[config.mk]
export PLATFORM = sky130hd
export DESIGN_NAME = lcr_bank
export DESIGN_NICKNAME = d
export VERILOG_FILES = /design/src/shared/lcr_pkg.sv /design/src/shared/lcr_ee_if.sv /design/src/rtl/lcr_ee_loader.sv /design/src/rtl/lcr_bank.sv
export SDC_FILE = /design/constraint.sdc
export NUM_CORES = 1
export LEC_CHECK = 0
export BUFFER_PORTS_ARGS = -buffer_cell sky130_fd_sc_hd__buf_2
export CAP_MARGIN = 15
export CORE_UTILIZATION = 25
export DETAILED_ROUTE_END_ITERATION = 8
export PLACE_DENSITY_LB_ADDON = 0.15
export SETUP_SLACK_MARGIN = 0.3
export SLEW_MARGIN = 20
export SYNTH_ARGS = -nofsm -noshare
export SYNTH_HDL_FRONTEND = slang
export SYNTH_SLANG_ARGS = --single-unit
[constraint.sdc]
create_clock -name i_clk -period 5.2 [get_ports i_clk]
set_clock_uncertainty 0.2 [all_clocks]
set_input_delay 1.04 -clock i_clk [delete_from_list [all_inputs] [get_ports i_clk]]
set_output_delay 1.04 -clock i_clk [all_outputs]
set_load 0.05 [all_outputs]
[src/shared/lcr_pkg.sv]
// Package: offsets, field layouts and reset values of the lookup config bank
package lcr_pkg;
  localparam logic [7:0] LCR_OFF_SIZE = 8'h01;
  localparam logic [7:0] LCR_OFF_AGE_LO = 8'h02;
  localparam logic [7:0] LCR_OFF_AGE_HI = 8'h03;
  localparam logic [7:0] LCR_OFF_UNK_LO = 8'h04;
  localparam logic [7:0] LCR_OFF_UNK_HI = 8'h05;
  localparam int LCR_SIZE_CODE_MSB = 3;
  localparam logic [3:0] LCR_SIZE_CODE_MAX = 4'hC;
  localparam logic [7:0] LCR_SIZE_RST = 8'h00;
  localparam logic [15:0] LCR_AGE_RST = 16'h0000;
  localparam logic [15:0] LCR_AGE_ALL_ONES = 16'hFFFF;
  localparam logic [15:0] LCR_UNK_RST = 16'h7FFF;
  localparam logic [15:0] LCR_UNK_USED = 16'h7FFF;
  localparam int LCR_EE_BYTES = 5;
  localparam int LCR_CLK_HZ = 200000000;
  typedef enum {LCR_IDLE, LCR_LOAD} lcr_state_type;
endpackage : lcr_pkg

[src/shared/lcr_ee_if.sv]
// Interface: byte stream from the EEPROM image reader to the register bank
`timescale 1ns/1ps
interface lcr_ee_if;
  logic req;
  logic [2:0] idx;
  logic vld;
  logic [7:0] data;
  logic done;
  modport bank (output req, input idx, input vld, input data, input done);
  modport loader (input req, output idx, output vld, output data,
    output done);
endinterface : lcr_ee_if

[src/rtl/lcr_ee_loader.sv]
// Sequencer handing EEPROM image bytes to the bank, one per cycle
`timescale 1ns/1ps
module lcr_ee_loader
  import lcr_pkg::*;
(
  input wire logic i_clk,
  input wire logic i_rst,
  input wire logic [7:0] i_ee_byte,
  output logic [2:0] o_ee_addr,
  lcr_ee_if.loader ee
);
  lcr_state_type state_q;
  logic [2:0] idx_q;

  // Image memory is outside; its byte at o_ee_addr is read combinationally
  assign o_ee_addr = idx_q;
  assign ee.idx = idx_q;
  assign ee.data = i_ee_byte;
  assign ee.vld = (state_q == LCR_LOAD);
  assign ee.done = (state_q == LCR_LOAD) &&
    (idx_q == 3'(LCR_EE_BYTES - 1));

  always_ff @(posedge i_clk or posedge i_rst) begin
    if (i_rst) begin
      state_q <= LCR_IDLE;
      idx_q <= 3'h0;
    end else begin
      case (state_q)
        LCR_IDLE: begin
          idx_q <= 3'h0;
          if (ee.req) begin
            state_q <= LCR_LOAD;
          end
        end
        LCR_LOAD: begin
          if (ee.done) begin
            state_q <= LCR_IDLE;
            idx_q <= 3'h0;
          end else begin
            idx_q <= idx_q + 3'h1;
          end
        end
        default: state_q <= LCR_IDLE;
      endcase
    end
  end
endmodule : lcr_ee_loader

[src/rtl/lcr_bank.sv]
// Lookup configuration register bank with autoload and mask application
// Notes on behaviour
// - Size register writes only accepted while soft reset bit is 0.
// - Size register reloads from image on hard reset or load request.
// - Size code bits 3..0 pick SRAM organisation, codes 0 to C.
// - Size code steers table count and SRAM address lines at init.
// - Age threshold zero or all ones selects table-full aging.
// - Other thresholds select threshold aging in seconds.
// - Aging never removes secured or multicast entries.
// - Manual table management bit disables all aging.
// - Age threshold fully read/write, resets zero, reloads from image.
// - Unknown unicast goes only to masked ports.
// - Each mask application pulses the flood counter increment.
// - Source port bit cleared from applied mask.
// - Mask bit n is port n; bit 15 reserved.
// - Mask read/write and reloaded from image.
// - Soft reset returns size, age and mask registers to reset values (mask 7FFF).
// - Load request starts autoload; loader clears it on completion.
`timescale 1ns/1ps
module lcr_bank
  import lcr_pkg::*;
#(
  parameter int PORTS = 15
) (
  input wire logic i_clk,
  input wire logic i_rst,
  input wire logic i_wr,
  input wire logic [7:0] i_addr,
  input wire logic [7:0] i_wdata,
  output logic [7:0] o_rdata,
  input wire logic i_soft_reset,
  input wire logic i_load_req,
  output logic o_load_busy,
  input wire logic i_manual_table_management,
  input wire logic [7:0] i_ee_byte,
  output logic [2:0] o_ee_addr,
  output logic [3:0] o_sram_size_code,
  output logic o_size_valid,
  output logic o_table_full_aging,
  output logic o_threshold_aging,
  output logic [15:0] o_age_seconds,
  input wire logic i_entry_secured,
  input wire logic i_entry_multicast,
  output logic o_entry_agable,
  input wire logic i_miss,
  input wire logic [3:0] i_src_port,
  output logic [PORTS-1:0] o_fwd_mask,
  output logic o_flood_inc
);
  if (PORTS < 1 || PORTS > 15) begin : g_ports_check
    $error("PORTS must be 1 to 15");
  end

  lcr_ee_if ee ();
  logic [7:0] size_q;
  logic [15:0] age_q;
  logic [15:0] unk_q;
  logic load_q;
  logic [PORTS-1:0] fwd_q;
  logic flood_q;

  lcr_ee_loader u_loader (
    .i_clk(i_clk),
    .i_rst(i_rst),
    .i_ee_byte(i_ee_byte),
    .o_ee_addr(o_ee_addr),
    .ee(ee)
  );

  // Reset release counts as a hard reset load request
  // Done outranks a request in its cycle; a request held past done starts another load
  always_ff @(posedge i_clk or posedge i_rst) begin
    if (i_rst) begin
      load_q <= 1'b1;
    end else if (i_soft_reset) begin
      load_q <= 1'b0;
    end else if (ee.done) begin
      load_q <= 1'b0;
    end else if (i_load_req) begin
      load_q <= 1'b1;
    end
  end
  assign o_load_busy = load_q;
  // Pulse request once; loader ignores it while already loading
  assign ee.req = load_q && !ee.vld;

  always_ff @(posedge i_clk or posedge i_rst) begin
    if (i_rst) begin
      size_q <= LCR_SIZE_RST;
      age_q <= LCR_AGE_RST;
      unk_q <= LCR_UNK_RST;
    end else if (i_soft_reset) begin
      size_q <= LCR_SIZE_RST;
      age_q <= LCR_AGE_RST;
      unk_q <= LCR_UNK_RST;
    end else if (ee.vld) begin
      // Host writes are locked out while the image streams in
      case (ee.idx)
        3'h0: size_q <= {4'h0, ee.data[LCR_SIZE_CODE_MSB:0]};
        3'h1: age_q[7:0] <= ee.data;
        3'h2: age_q[15:8] <= ee.data;
        3'h3: unk_q[7:0] <= ee.data;
        3'h4: unk_q[15:8] <= {1'b0, ee.data[6:0]};
        default: ;
      endcase
    end else if (i_wr) begin
      case (i_addr)
        LCR_OFF_SIZE: size_q <= {4'h0, i_wdata[3:0]};
        LCR_OFF_AGE_LO: age_q[7:0] <= i_wdata;
        LCR_OFF_AGE_HI: age_q[15:8] <= i_wdata;
        LCR_OFF_UNK_LO: unk_q[7:0] <= i_wdata;
        LCR_OFF_UNK_HI: unk_q[15:8] <= {1'b0, i_wdata[6:0]};
        default: ;
      endcase
    end
  end

  always_comb begin
    case (i_addr)
      LCR_OFF_SIZE: o_rdata = size_q;
      LCR_OFF_AGE_LO: o_rdata = age_q[7:0];
      LCR_OFF_AGE_HI: o_rdata = age_q[15:8];
      LCR_OFF_UNK_LO: o_rdata = unk_q[7:0];
      LCR_OFF_UNK_HI: o_rdata = unk_q[15:8];
      default: o_rdata = 8'h00;
    endcase
  end

  assign o_sram_size_code = size_q[LCR_SIZE_CODE_MSB:0];
  assign o_size_valid = (size_q[3:0] <= LCR_SIZE_CODE_MAX);
  assign o_table_full_aging = !i_manual_table_management &&
    (age_q == LCR_AGE_RST || age_q == LCR_AGE_ALL_ONES);
  assign o_threshold_aging = !i_manual_table_management &&
    !(age_q == LCR_AGE_RST || age_q == LCR_AGE_ALL_ONES);
  assign o_age_seconds = age_q;
  assign o_entry_agable = !i_manual_table_management && !i_entry_secured &&
    !i_entry_multicast;

  // Registered so the switch sees a stable mask for a whole cycle
  always_ff @(posedge i_clk or posedge i_rst) begin
    if (i_rst) begin
      fwd_q <= '0;
      flood_q <= 1'b0;
    end else begin
      flood_q <= i_miss;
      if (i_miss) begin
        fwd_q <= unk_q[PORTS-1:0] &
          ~(PORTS'(1) << i_src_port);
      end
    end
  end
  assign o_fwd_mask = fwd_q;
  assign o_flood_inc = flood_q;

  property p_flood;
    @(posedge i_clk) disable iff (i_rst) i_miss |=> o_flood_inc;
  endproperty
  a_flood: assert property (p_flood) else $error("flood pulse missing");

  property p_src;
    @(posedge i_clk) disable iff (i_rst)
      i_miss && i_src_port < 4'(PORTS) |=> !o_fwd_mask[$past(i_src_port)];
  endproperty
  a_src: assert property (p_src) else $error("source port forwarded");

  property p_mask;
    @(posedge i_clk) disable iff (i_rst)
      i_miss |=> (o_fwd_mask & ~$past(unk_q[PORTS-1:0])) == '0;
  endproperty
  a_mask: assert property (p_mask) else $error("mask escaped");

  property p_resv;
    @(posedge i_clk) disable iff (i_rst) size_q[7:4] == 4'h0 && !unk_q[15];
  endproperty
  a_resv: assert property (p_resv) else $error("reserved bit set");

  property p_soft;
    @(posedge i_clk) disable iff (i_rst)
      i_soft_reset |=> size_q == LCR_SIZE_RST && age_q == LCR_AGE_RST &&
        unk_q == LCR_UNK_RST;
  endproperty
  a_soft: assert property (p_soft) else $error("soft reset missed");

  property p_load_clr;
    @(posedge i_clk) disable iff (i_rst)
      ee.done && !i_soft_reset |=> !load_q;
  endproperty
  a_load_clr: assert property (p_load_clr) else $error("load kept");

  property p_load_end;
    @(posedge i_clk) disable iff (i_rst)
      $rose(ee.vld) |-> ##4 ee.done;
  endproperty
  a_load_end: assert property (p_load_end) else $error("load length");

  property p_load_start;
    @(posedge i_clk) disable iff (i_rst)
      load_q && !ee.vld |=> ee.vld;
  endproperty
  a_load_start: assert property (p_load_start) else $error("no load");

  property p_age_mode;
    @(posedge i_clk) disable iff (i_rst)
      i_manual_table_management ? !(o_table_full_aging || o_threshold_aging)
        : (o_table_full_aging != o_threshold_aging);
  endproperty
  a_age_mode: assert property (p_age_mode) else $error("aging mode");

  property p_wr_age;
    @(posedge i_clk) disable iff (i_rst)
      i_wr && !ee.vld && !i_soft_reset && i_addr == LCR_OFF_AGE_LO
      |=> age_q[7:0] == $past(i_wdata);
  endproperty
  a_wr_age: assert property (p_wr_age) else $error("age write lost");
endmodule : lcr_bank

Yosys cells after proc, flatten, opt, wreduce, memory -nomap -nowiden
Cells that the tools add are included.

operators by class
  add/subtract/negate cells = 1
  shift operators = 1
  $lt $le $gt $ge = 1
  mux-type cells = 28
  eq/ne operators = 19
  reduce and logical (&&, ||, !) cells = 29
  bitwise gates (word level) = 2

operators by type and width
  cell                                                                 count
  8-bit two-way mux                                                    13
  16-bit two-way mux                                                   6
  32-bit two-way mux                                                   2
  32-bit case mux with 2 select lines                                  1
  8-bit case mux with 5 select lines                                   1
  32-bit by 1-bit == test with 1-bit output (second input constant)    1
  32-bit by 2-bit == test with 1-bit output (second input constant)    1
  32-bit logical NOT                                                   1
  3-bit nonzero test                                                   7
  16-bit == test (second input constant)                               1
  8-bit by 2-bit == test with 1-bit output (second input constant)     2
  8-bit by 3-bit == test with 1-bit output (second input constant)     2
  16-bit logical NOT                                                   1
  15-bit AND                                                           1
  3-bit by 2-bit != test with 1-bit output (second input constant)     5
  15-bit NOT                                                           1
  3-bit AND reduction                                                  5
  1-bit by 4-bit << shifter with 15-bit output (first input constant)  1
  8-bit by 1-bit == test with 1-bit output (second input constant)     1
  3-bit by 2-bit == test with 1-bit output (second input constant)     2
  1-bit logical AND                                                    6
  3-bit case mux with 2 select lines                                   1
  1-bit logical NOT                                                    5
  4-bit less-or-equal comparator (second input constant)               1
  10 further kinds                                                     13

word-level totals
  register bits after elaboration = 92
  output and inout port bits = 52

Logic depth before layout (Yosys ltp)
Gate-level depths: netlist of run 1.

  depth in word-level cells = 5
  depth in mapped cells = 6

Cells and area by module
From an unflattened synthesis of run 1, not the netlist that was laid out.

second synthesis, totals
  cells, all modules = 288
  area, all modules = 3,108.0 um^2

modules (own cells, without submodules)
  module         times used  area each (um^2)  cells each
  lcr_bank       1           2,829.0           259
  lcr_ee_loader  1           279.0             29

Worst setup path before layout of run 1
OpenSTA, ideal clock, no wires.

  kind = input-to-output
  from = input port i_addr[2]
  to = output port o_rdata[7]
  cell stages on the path = 5
  data required time = 3.960 ns
  arrival time = 2.854 ns
  slack = 1.106 ns
  cell sequence = buf_6 -> and2b_1 -> and3_2 -> a22oi_1 -> o21ai_0

on the way
  cells in the longest elaborated chain, start to end = 2

ends and longest elaborated chain
  what                                                              RTL line         RTL
  start, declared                                                   lcr_bank.sv:28   input wire logic [7:0] i_addr,
  8-bit by 3-bit == test with 1-bit output (tied with other cells)  lcr_bank.sv:119  case (i_addr)
  8-bit case mux with 5 select lines (*)                            lcr_bank.sv:119
  end, declared                                                     lcr_bank.sv:30   output logic [7:0] o_rdata,

Every way passes the cells marked *; elsewhere a longest branch is shown, timed or not.

Final worst setup path of run 1
  from = input port i_addr[2]
  to = output port o_rdata[6]

Same word-level chain as after synthesis.

==> results of run 1 <==
per-layer routing:
layer / wire, µm / GRT usage (%) / part of all wire, %
met1: 4370 / 21.3 / 49
met2: 4060 / 23.4 / 45
met3: 446 / 2.67 / 5.0
met4: 91 / 3.78 / 1.0
met5: 0 / 0 / 0
critical path, stage by stage:
cell     delay, ps
buf_2          200
nor4b_1        520
nand2_1        240
o22ai_1        270
buf_2          310
layout make-up:
type                    instances  area, µm²
fillers                      1204       7830
multi-input cells             183       1420
flip-flops and latches         56       1420
repair buffers                 89        448
well taps                     143        179
clock buffers                   6        150
inverters                      28        105
clock inverters                 2       12.5
synthesized netlist by cell type, types with 5 or more instances:
| master | n | area, µm² |
|---|---|---|
| a22o_1 | 12 | 105 |
| a2bb2oi_1 | 15 | 131 |
| buf_2 | 6 | 30.0 |
| dfrtp_1 | 40 | 1000 |
| dfstp_2 | 16 | 420 |
| ha_1 | 5 | 62.6 |
| inv_1 | 28 | 105 |
| mux2_2 | 12 | 135 |
| mux2i_1 | 18 | 180 |
| nand2_1 | 10 | 37.5 |
| nand2b_1 | 5 | 31.3 |
| nand4_1 | 5 | 31.3 |
| nor2_1 | 11 | 41.3 |
| nor4_1 | 5 | 31.3 |
| o211ai_1 | 9 | 67.6 |
| o21ai_0 | 24 | 120 |
| o311ai_0 | 6 | 52.6 |
worst paths after layout:
| check | startpoint | end | slack, ps | cells past startpoint |
|---|---|---|---|---|
| max reg2reg | u_loader.state_q[0] | size_q[1] | 2790 | 4 |
| min in group asynchronous | i_rst | o_fwd_mask[11] | 490 | 2 |
| min reg2reg | unk_q[8] | unk_q[8] | 320 | 1 |
| max | i_addr[2] | o_rdata[6] | 1380 | 5 |
| min | unk_q[8] | unk_q[8] | 320 | 1 |
| max in group asynchronous | i_rst | o_load_busy | 3450 | 3 |
state kept, by name, summed over array words and instances, names as in the netlist:
signal / cells
o_age_seconds: 16
o_fwd_mask: 15
unk_q: 15
size_q: 4
u_loader.ee.idx: 3
o_flood_inc: 1
o_load_busy: 1
u_loader.state_q: 1
report_power, final:
group / total [W] / internal (W) / switching, W
clock network: 0.000373 / 0.000208 / 0.000165
registers: 0.000721 / 0.000564 / 0.000157
logic: 0.000872 / 0.000275 / 0.000597
through the flow:
stage | power (W) | utilization, % | instances
floorplan | 0.00135 | - | 278
global placement | 0.00161 | 30.9 | 499
detailed placement | 0.00161 | 30.9 | 499
CTS | 0.00199 | 32.3 | 507
global route | 0.00208 | 32.3 | 507
finish | 0.00197 | 32.3 | 507
cell usage in the layout, fill, tap and decap left out, types with 2 or more instances in the layout:
| cell | instances |
|---|---|
| a22o_1 | 12 |
| nor2_1 | 11 |
| nor4_1 | 5 |
| buf_2 | 88 |
| and2_1 | 3 |
| nor3_1 | 2 |
| nand3_1 | 3 |
| clkbuf_16 | 6 |
| inv_1 | 27 |
| a41oi_1 | 2 |
| nand2b_1 | 5 |
| o311ai_0 | 6 |
| mux2_2 | 12 |
| o21a_1 | 2 |
| nor2b_1 | 4 |
| mux2i_1 | 18 |
| a21oi_1 | 2 |
| ha_1 | 5 |
| dfstp_2 | 16 |
| nand2_1 | 10 |
| o22ai_1 | 3 |
| nand4_1 | 5 |
| a2bb2oi_1 | 15 |
| o21ai_0 | 24 |
| o211ai_1 | 9 |
| nor2_2 | 2 |
| o41ai_1 | 4 |
| dfrtp_1 | 40 |
logic make-up after synthesis:
logic type / count (synthesis) / share of synthesized area [%]
buffers and inverters: 39 / 5.37
muxes: 30 / 10.5
adders and majority gates: 5 / 2.08
AOI/OAI and AO/OA: 87 / 22.9
and+or+nand+nor: 61 / 11.9
DFF: 56 / 47.3
==> flow_metrics.py, run 1 <==
metrics = {
    "synthesis": {
        "synth-seq-cells": 56,
        "synthesis.nets": 320,
        "avgSynthCellArea_um2": 10.8,
        "seq_area_frac_synth_pct": 47.3,
        "synth_edf_count": 0,
        "synthFlopType": "dfrtp_1",
        "synthCells": 278,
        "synth_cell_type_count": 48,
        "syn_area_mm2": 0.00301,
        "synthArstFlopShare_pct": 100,
        "ys_warn_count": 0,
    },
    "critical_path": {
        "worst-setup-path-type": "primary input to output port",
        "start_kind": "primary input",
        "required_ps": 3960,
        "worstPathMaxFanout": 9,
        "arrival_ps": 2580,
        "cp-end-kind": "output port",
    },
    "floorplanning": {
        "placementRows": 39,
        "initial_core_util_pct": 26.0,
        "die-area_mm2": 0.0125,
        "coreArea_mm2": 0.0116,
        "io_pins": 89,
        "die_h_um": 112,
        "fp.dieW_um": 112,
    },
    "drt": {
        "ant_nets": 0,
        "post_drt_wl_per_cell_um": 17.7,
        "drt_iter0_markers": 119,
        "drc": 6,
        "drtPass1Iterations": 8,
        "vias": 2519,
        "via_per_inst": 4.97,
        "wl_um": 8970,
    },
    "power_and_ir_drop": {
        "p_leak_nw": 1.79,
        "powerDensity_mw_per_mm2": 526,
        "peakVddDrop_v": 0.000251,
    },
    "status": {
        "status": "complete, but fails checks",
        "violations": "design-rule violations",
    },
    "placement": {
        "routabilityCongestion": 0.806,
        "numPortBuffers": 88,
        "dp_hpwl_um": 6780,
        "placed_area_mm2": 0.00358,
        "pre_cts_ws_ps": 1460,
    },
    "finish": {
        "area_delta_synth_final_pct": 24.4,
        "final_area_mm2": 0.00374,
        "layout.nets": 405,
        "diodes": 0,
        "drive_gt1_share_pct": 37.1,
    },
    "global_route": {
        "grt_max_degree": 43,
        "grt_use_total_pct": 15.0,
        "grt_overflow_total": 0,
        "antenna_found_initial": 0,
        "grt_pass1_wl_um": 14400,
        "grt_pass1_vias": 2489,
    },
    "clock_tree": {
        "hold_buffers": 0,
        "cts_buffers": 5,
        "cts_tree": "built",
        "post_cts_buffers": 0,
        "path_clk_slew_ps": 70,
        "cts_resized": 0,
        "clockRootBuffer": "clkbuf_16",
        "clock_latency_ps": 300,
        "cts_max_level": 2,
        "cts_buffer_depth": 2,
        "cts.sinks": 56,
    },
    "sta": {
        "final-setup-viol-count": 0,
        "worst_slack_ps": 1380,
        "drv_slew": 0,
        "tightest_slew_ps": 834,
        "relSlewSlack_pct": 44.4,
        "period_share_pct": 73.4,
        "rsz0062_at_grt": "false",
        "max_freq_mhz": 262,
        "setup_tns_ps": 0,
        "finalHoldViolCount": 0,
        "finalCriticalPeriod_ps": 3820,
        "holdWs_ps": 317,
    },
    "flow_run": {
        "cap_violations": 0,
    },
    "hold_path": {
        "hold_path.class": "flip-flop to flip-flop",
    },
}
No activity file was read; power rests on OpenSTA's default activity.
==> run 2, diff against run 1 <==
--- a/config.mk
+++ b/config.mk
@@ -5,6 +5,7 @@
 export SDC_FILE = /design/constraint.sdc
 export NUM_CORES = 1
 export LEC_CHECK = 0
+export ABC_AREA = 1
 export BUFFER_PORTS_ARGS = -buffer_cell sky130_fd_sc_hd__buf_2
 export CAP_MARGIN = 15
 export CORE_UTILIZATION = 25
==> constraint.sdc (replaced) <==
create_clock -name i_clk -period 3.35 [get_ports i_clk]
set_clock_uncertainty 0.2 [all_clocks]
set_input_delay 0.67 -clock i_clk [delete_from_list [all_inputs] [get_ports i_clk]]
set_output_delay 0.67 -clock i_clk [all_outputs]
set_load 0.05 [all_outputs]
==> run 2 against run 1 <==
Compared with the run above:
- sequential cell count stayed put
- final cell count is 33% higher
- cell area is 6.6% higher
- sequential share of layout area is 2.4 points lower
- area after synthesis is 7.8% higher
- combinational power is 96% higher
- hold slack worse by 150 ps
- the run now ends clean
- largest cell class unchanged
- die area is 7.7% higher
==> flow_metrics.py, run 2 <==
metrics = {
    "status": {
        "status": "finished, final reports clean",
    },
    "clock_tree": {
        "clock_latency_ps": 300,
        "cts_buffer_depth": 2,
        "cts_resized": 0,
        "post_cts_buffers": 0,
        "clockRootBuffer": "clkbuf_16",
        "hold_buffers": 0,
        "path_clk_slew_ps": 70,
        "cts_buffers": 5,
        "cts.sinks": 56,
        "cts_max_level": 2,
        "cts_tree": "built",
    },
    "synthesis": {
        "synthCells": 414,
        "yosys.area.top_type": "dfrtp_1",
        "synthArstFlopShare_pct": 100,
        "syn_area_mm2": 0.00324,
        "ys_warn_count": 0,
        "seq_area_frac_synth_pct": 43.9,
        "ys_top_cells_by_count": "105 x nand2_1, 64 x nand3_1, 46 x inv_1",
        "synth-seq-cells": 56,
        "avgSynthCellArea_um2": 7.83,
        "synthesis.nets": 456,
        "synth_edf_count": 0,
        "synth_cell_type_count": 32,
        "synthTopCellsByArea": "dfrtp_1 31%, dfstp_2 13%, nand2_1 12%",
        "yosysTopAreaCellShare_pct": 30.9,
        "yosysMostFrequentCell": "nand2_1",
        "synthFlopType": "dfrtp_1",
    },
    "critical_path": {
        "worst-setup-path-type": "primary input to output port",
        "cp_top_family": "buffers and inverters",
        "cpMaxStageDelayCell": "buf_4",
        "arrival_ps": 1950,
        "cpMostUsedCell": "nand2_1",
        "rr_startpoint": "u_loader.state_q[0]",
        "cp_cell_sequence": "buf_2 -> inv_1 -> nand2_1 -> nor2_2 -> buf_4 -> nand2_1 -> nor2_1 -> nor2_1 -> nand2_1 -> buf_2",
        "required_ps": 2480,
        "cp-startpoint": "i_addr[4]",
        "worstPathMaxFanout": 38,
        "cp-end-kind": "output port",
        "path_buf_inv": 4,
        "slowest_delay_ps": 320,
        "start_kind": "primary input",
    },
    "drt": {
        "via_per_inst": 4.43,
        "drt_iter0_markers": 163,
        "drtPass1Iterations": 4,
        "ant_nets": 0,
        "post_drt_wl_per_cell_um": 14.2,
        "drc": 0,
        "vias": 2976,
        "wl_um": 9510,
    },
    "global_route": {
        "grt_pass1_vias": 2914,
        "grt_use_total_pct": 15.3,
        "grt_util_met2_pct": 23.5,
        "grt_max_degree": 39,
        "grt-busiest-layer": "met2",
        "met1_usage_pct": 21.8,
        "met3_usage_pct": 2.98,
        "grt_overflow_total": 0,
        "grt_pass1_wl_um": 15500,
        "antenna_found_initial": 0,
    },
    "finish": {
        "area_delta_synth_final_pct": 23.0,
        "fin_cells": 672,
        "layout_common_cells": "105 x nand2_1, 88 x buf_2, 64 x nand3_1, 45 x inv_1, 40 x dfrtp_1",
        "register_area_mm2": 0.00142,
        "final_area_mm2": 0.00399,
        "multi_input_area_mm2": 0.00155,
        "layout.nets": 541,
        "nFillCells": 1418,
        "final_common_cell": "nand2_1",
        "drive_gt1_share_pct": 32.2,
        "largest_reg_flops": 16,
        "post-route-util_pct": 31.6,
        "diodes": 0,
    },
    "sta": {
        "period_share_pct": 84.1,
        "tightest_slew_ps": 695,
        "finalCriticalPeriod_ps": 2820,
        "finalHoldViolCount": 0,
        "rsz0062_at_grt": "false",
        "relSlewSlack_pct": 53.7,
        "setup_tns_ps": 0,
        "final-setup-viol-count": 0,
        "max_freq_mhz": 355,
        "drv_slew": 0,
        "worst_slack_ps": 532,
    },
    "placement": {
        "routabilityCongestion": 0.777,
        "dp.cells": 664,
        "dp_hpwl_um": 7520,
        "placed_area_mm2": 0.00383,
        "numPortBuffers": 88,
        "pre_cts_ws_ps": 548,
    },
    "power_and_ir_drop": {
        "peakVddDrop_v": 0.000302,
        "powerDensity_mw_per_mm2": 910,
        "p_leak_nw": 2.03,
    },
    "floorplanning": {
        "initial_core_util_pct": 25.7,
        "die_h_um": 116,
        "placementRows": 41,
        "fp.dieW_um": 116,
        "io_pins": 89,
        "coreArea_mm2": 0.0126,
        "die-area_mm2": 0.0134,
    },
    "flow_run": {
        "cap_violations": 0,
    },
    "hold_path": {
        "hold_path.class": "primary input to async pin",
    },
}
-- run 2: logic make-up after synthesis --
group | count (synthesis) | synth area share (%)
AND/OR/NAND/NOR | 236 | 34.4
buffers and inverters | 62 | 8.38
flip-flops | 56 | 43.9
AO/OA/AOI/OAI | 52 | 10.4
adder cells (fa/ha/maj) | 5 | 1.93
multiplexers | 3 | 1.04
-- run 2: report_power, final --
part	switching [W]	total, W	internal [W]
combinational	0.00127	0.00171	0.000439
sequential	0.000346	0.00138	0.00103
clock	0.000261	0.000544	0.000283
total	0.00188	0.00363	0.00175
-- run 2: per-layer routing --
metal  up-vias  wire (µm)
li1       1522          -
met1      1373       4740
met2        74       4230
met3         7        414
met4         0        130
met5         -          0
-- run 2: cell type report --
class,count,area share [%]
inverter,49,4.62
tap,172,5.40
clock buffer,5,3.14
sequential,56,35.7
timing repair buffer,91,11.6
clock inverter,3,0.659
multi-input combinational,296,38.9
-- run 2: path summary, 6_finish.rpt --
check                                     end  slack [ps]  cells past startpoint
setup reg to reg             o_age_seconds[6]        1330                      7
hold / removal             u_loader.ee.idx[0]         170                      2
setup / recovery                   o_rdata[2]         530                     10
max in group asynchronous            unk_q[0]        2070                      3
min in group i_clk                   unk_q[4]         280                      2
hold reg to reg                      unk_q[4]         280                      2
-- run 2: through the flow --
step	power, W	hold slack, ps
after CTS	0.00368	182
final	0.00363	170
after global routing	0.00390	201
after floorplan	0.00262	249
after detailed placement	0.00313	270
after global placement	0.00311	274
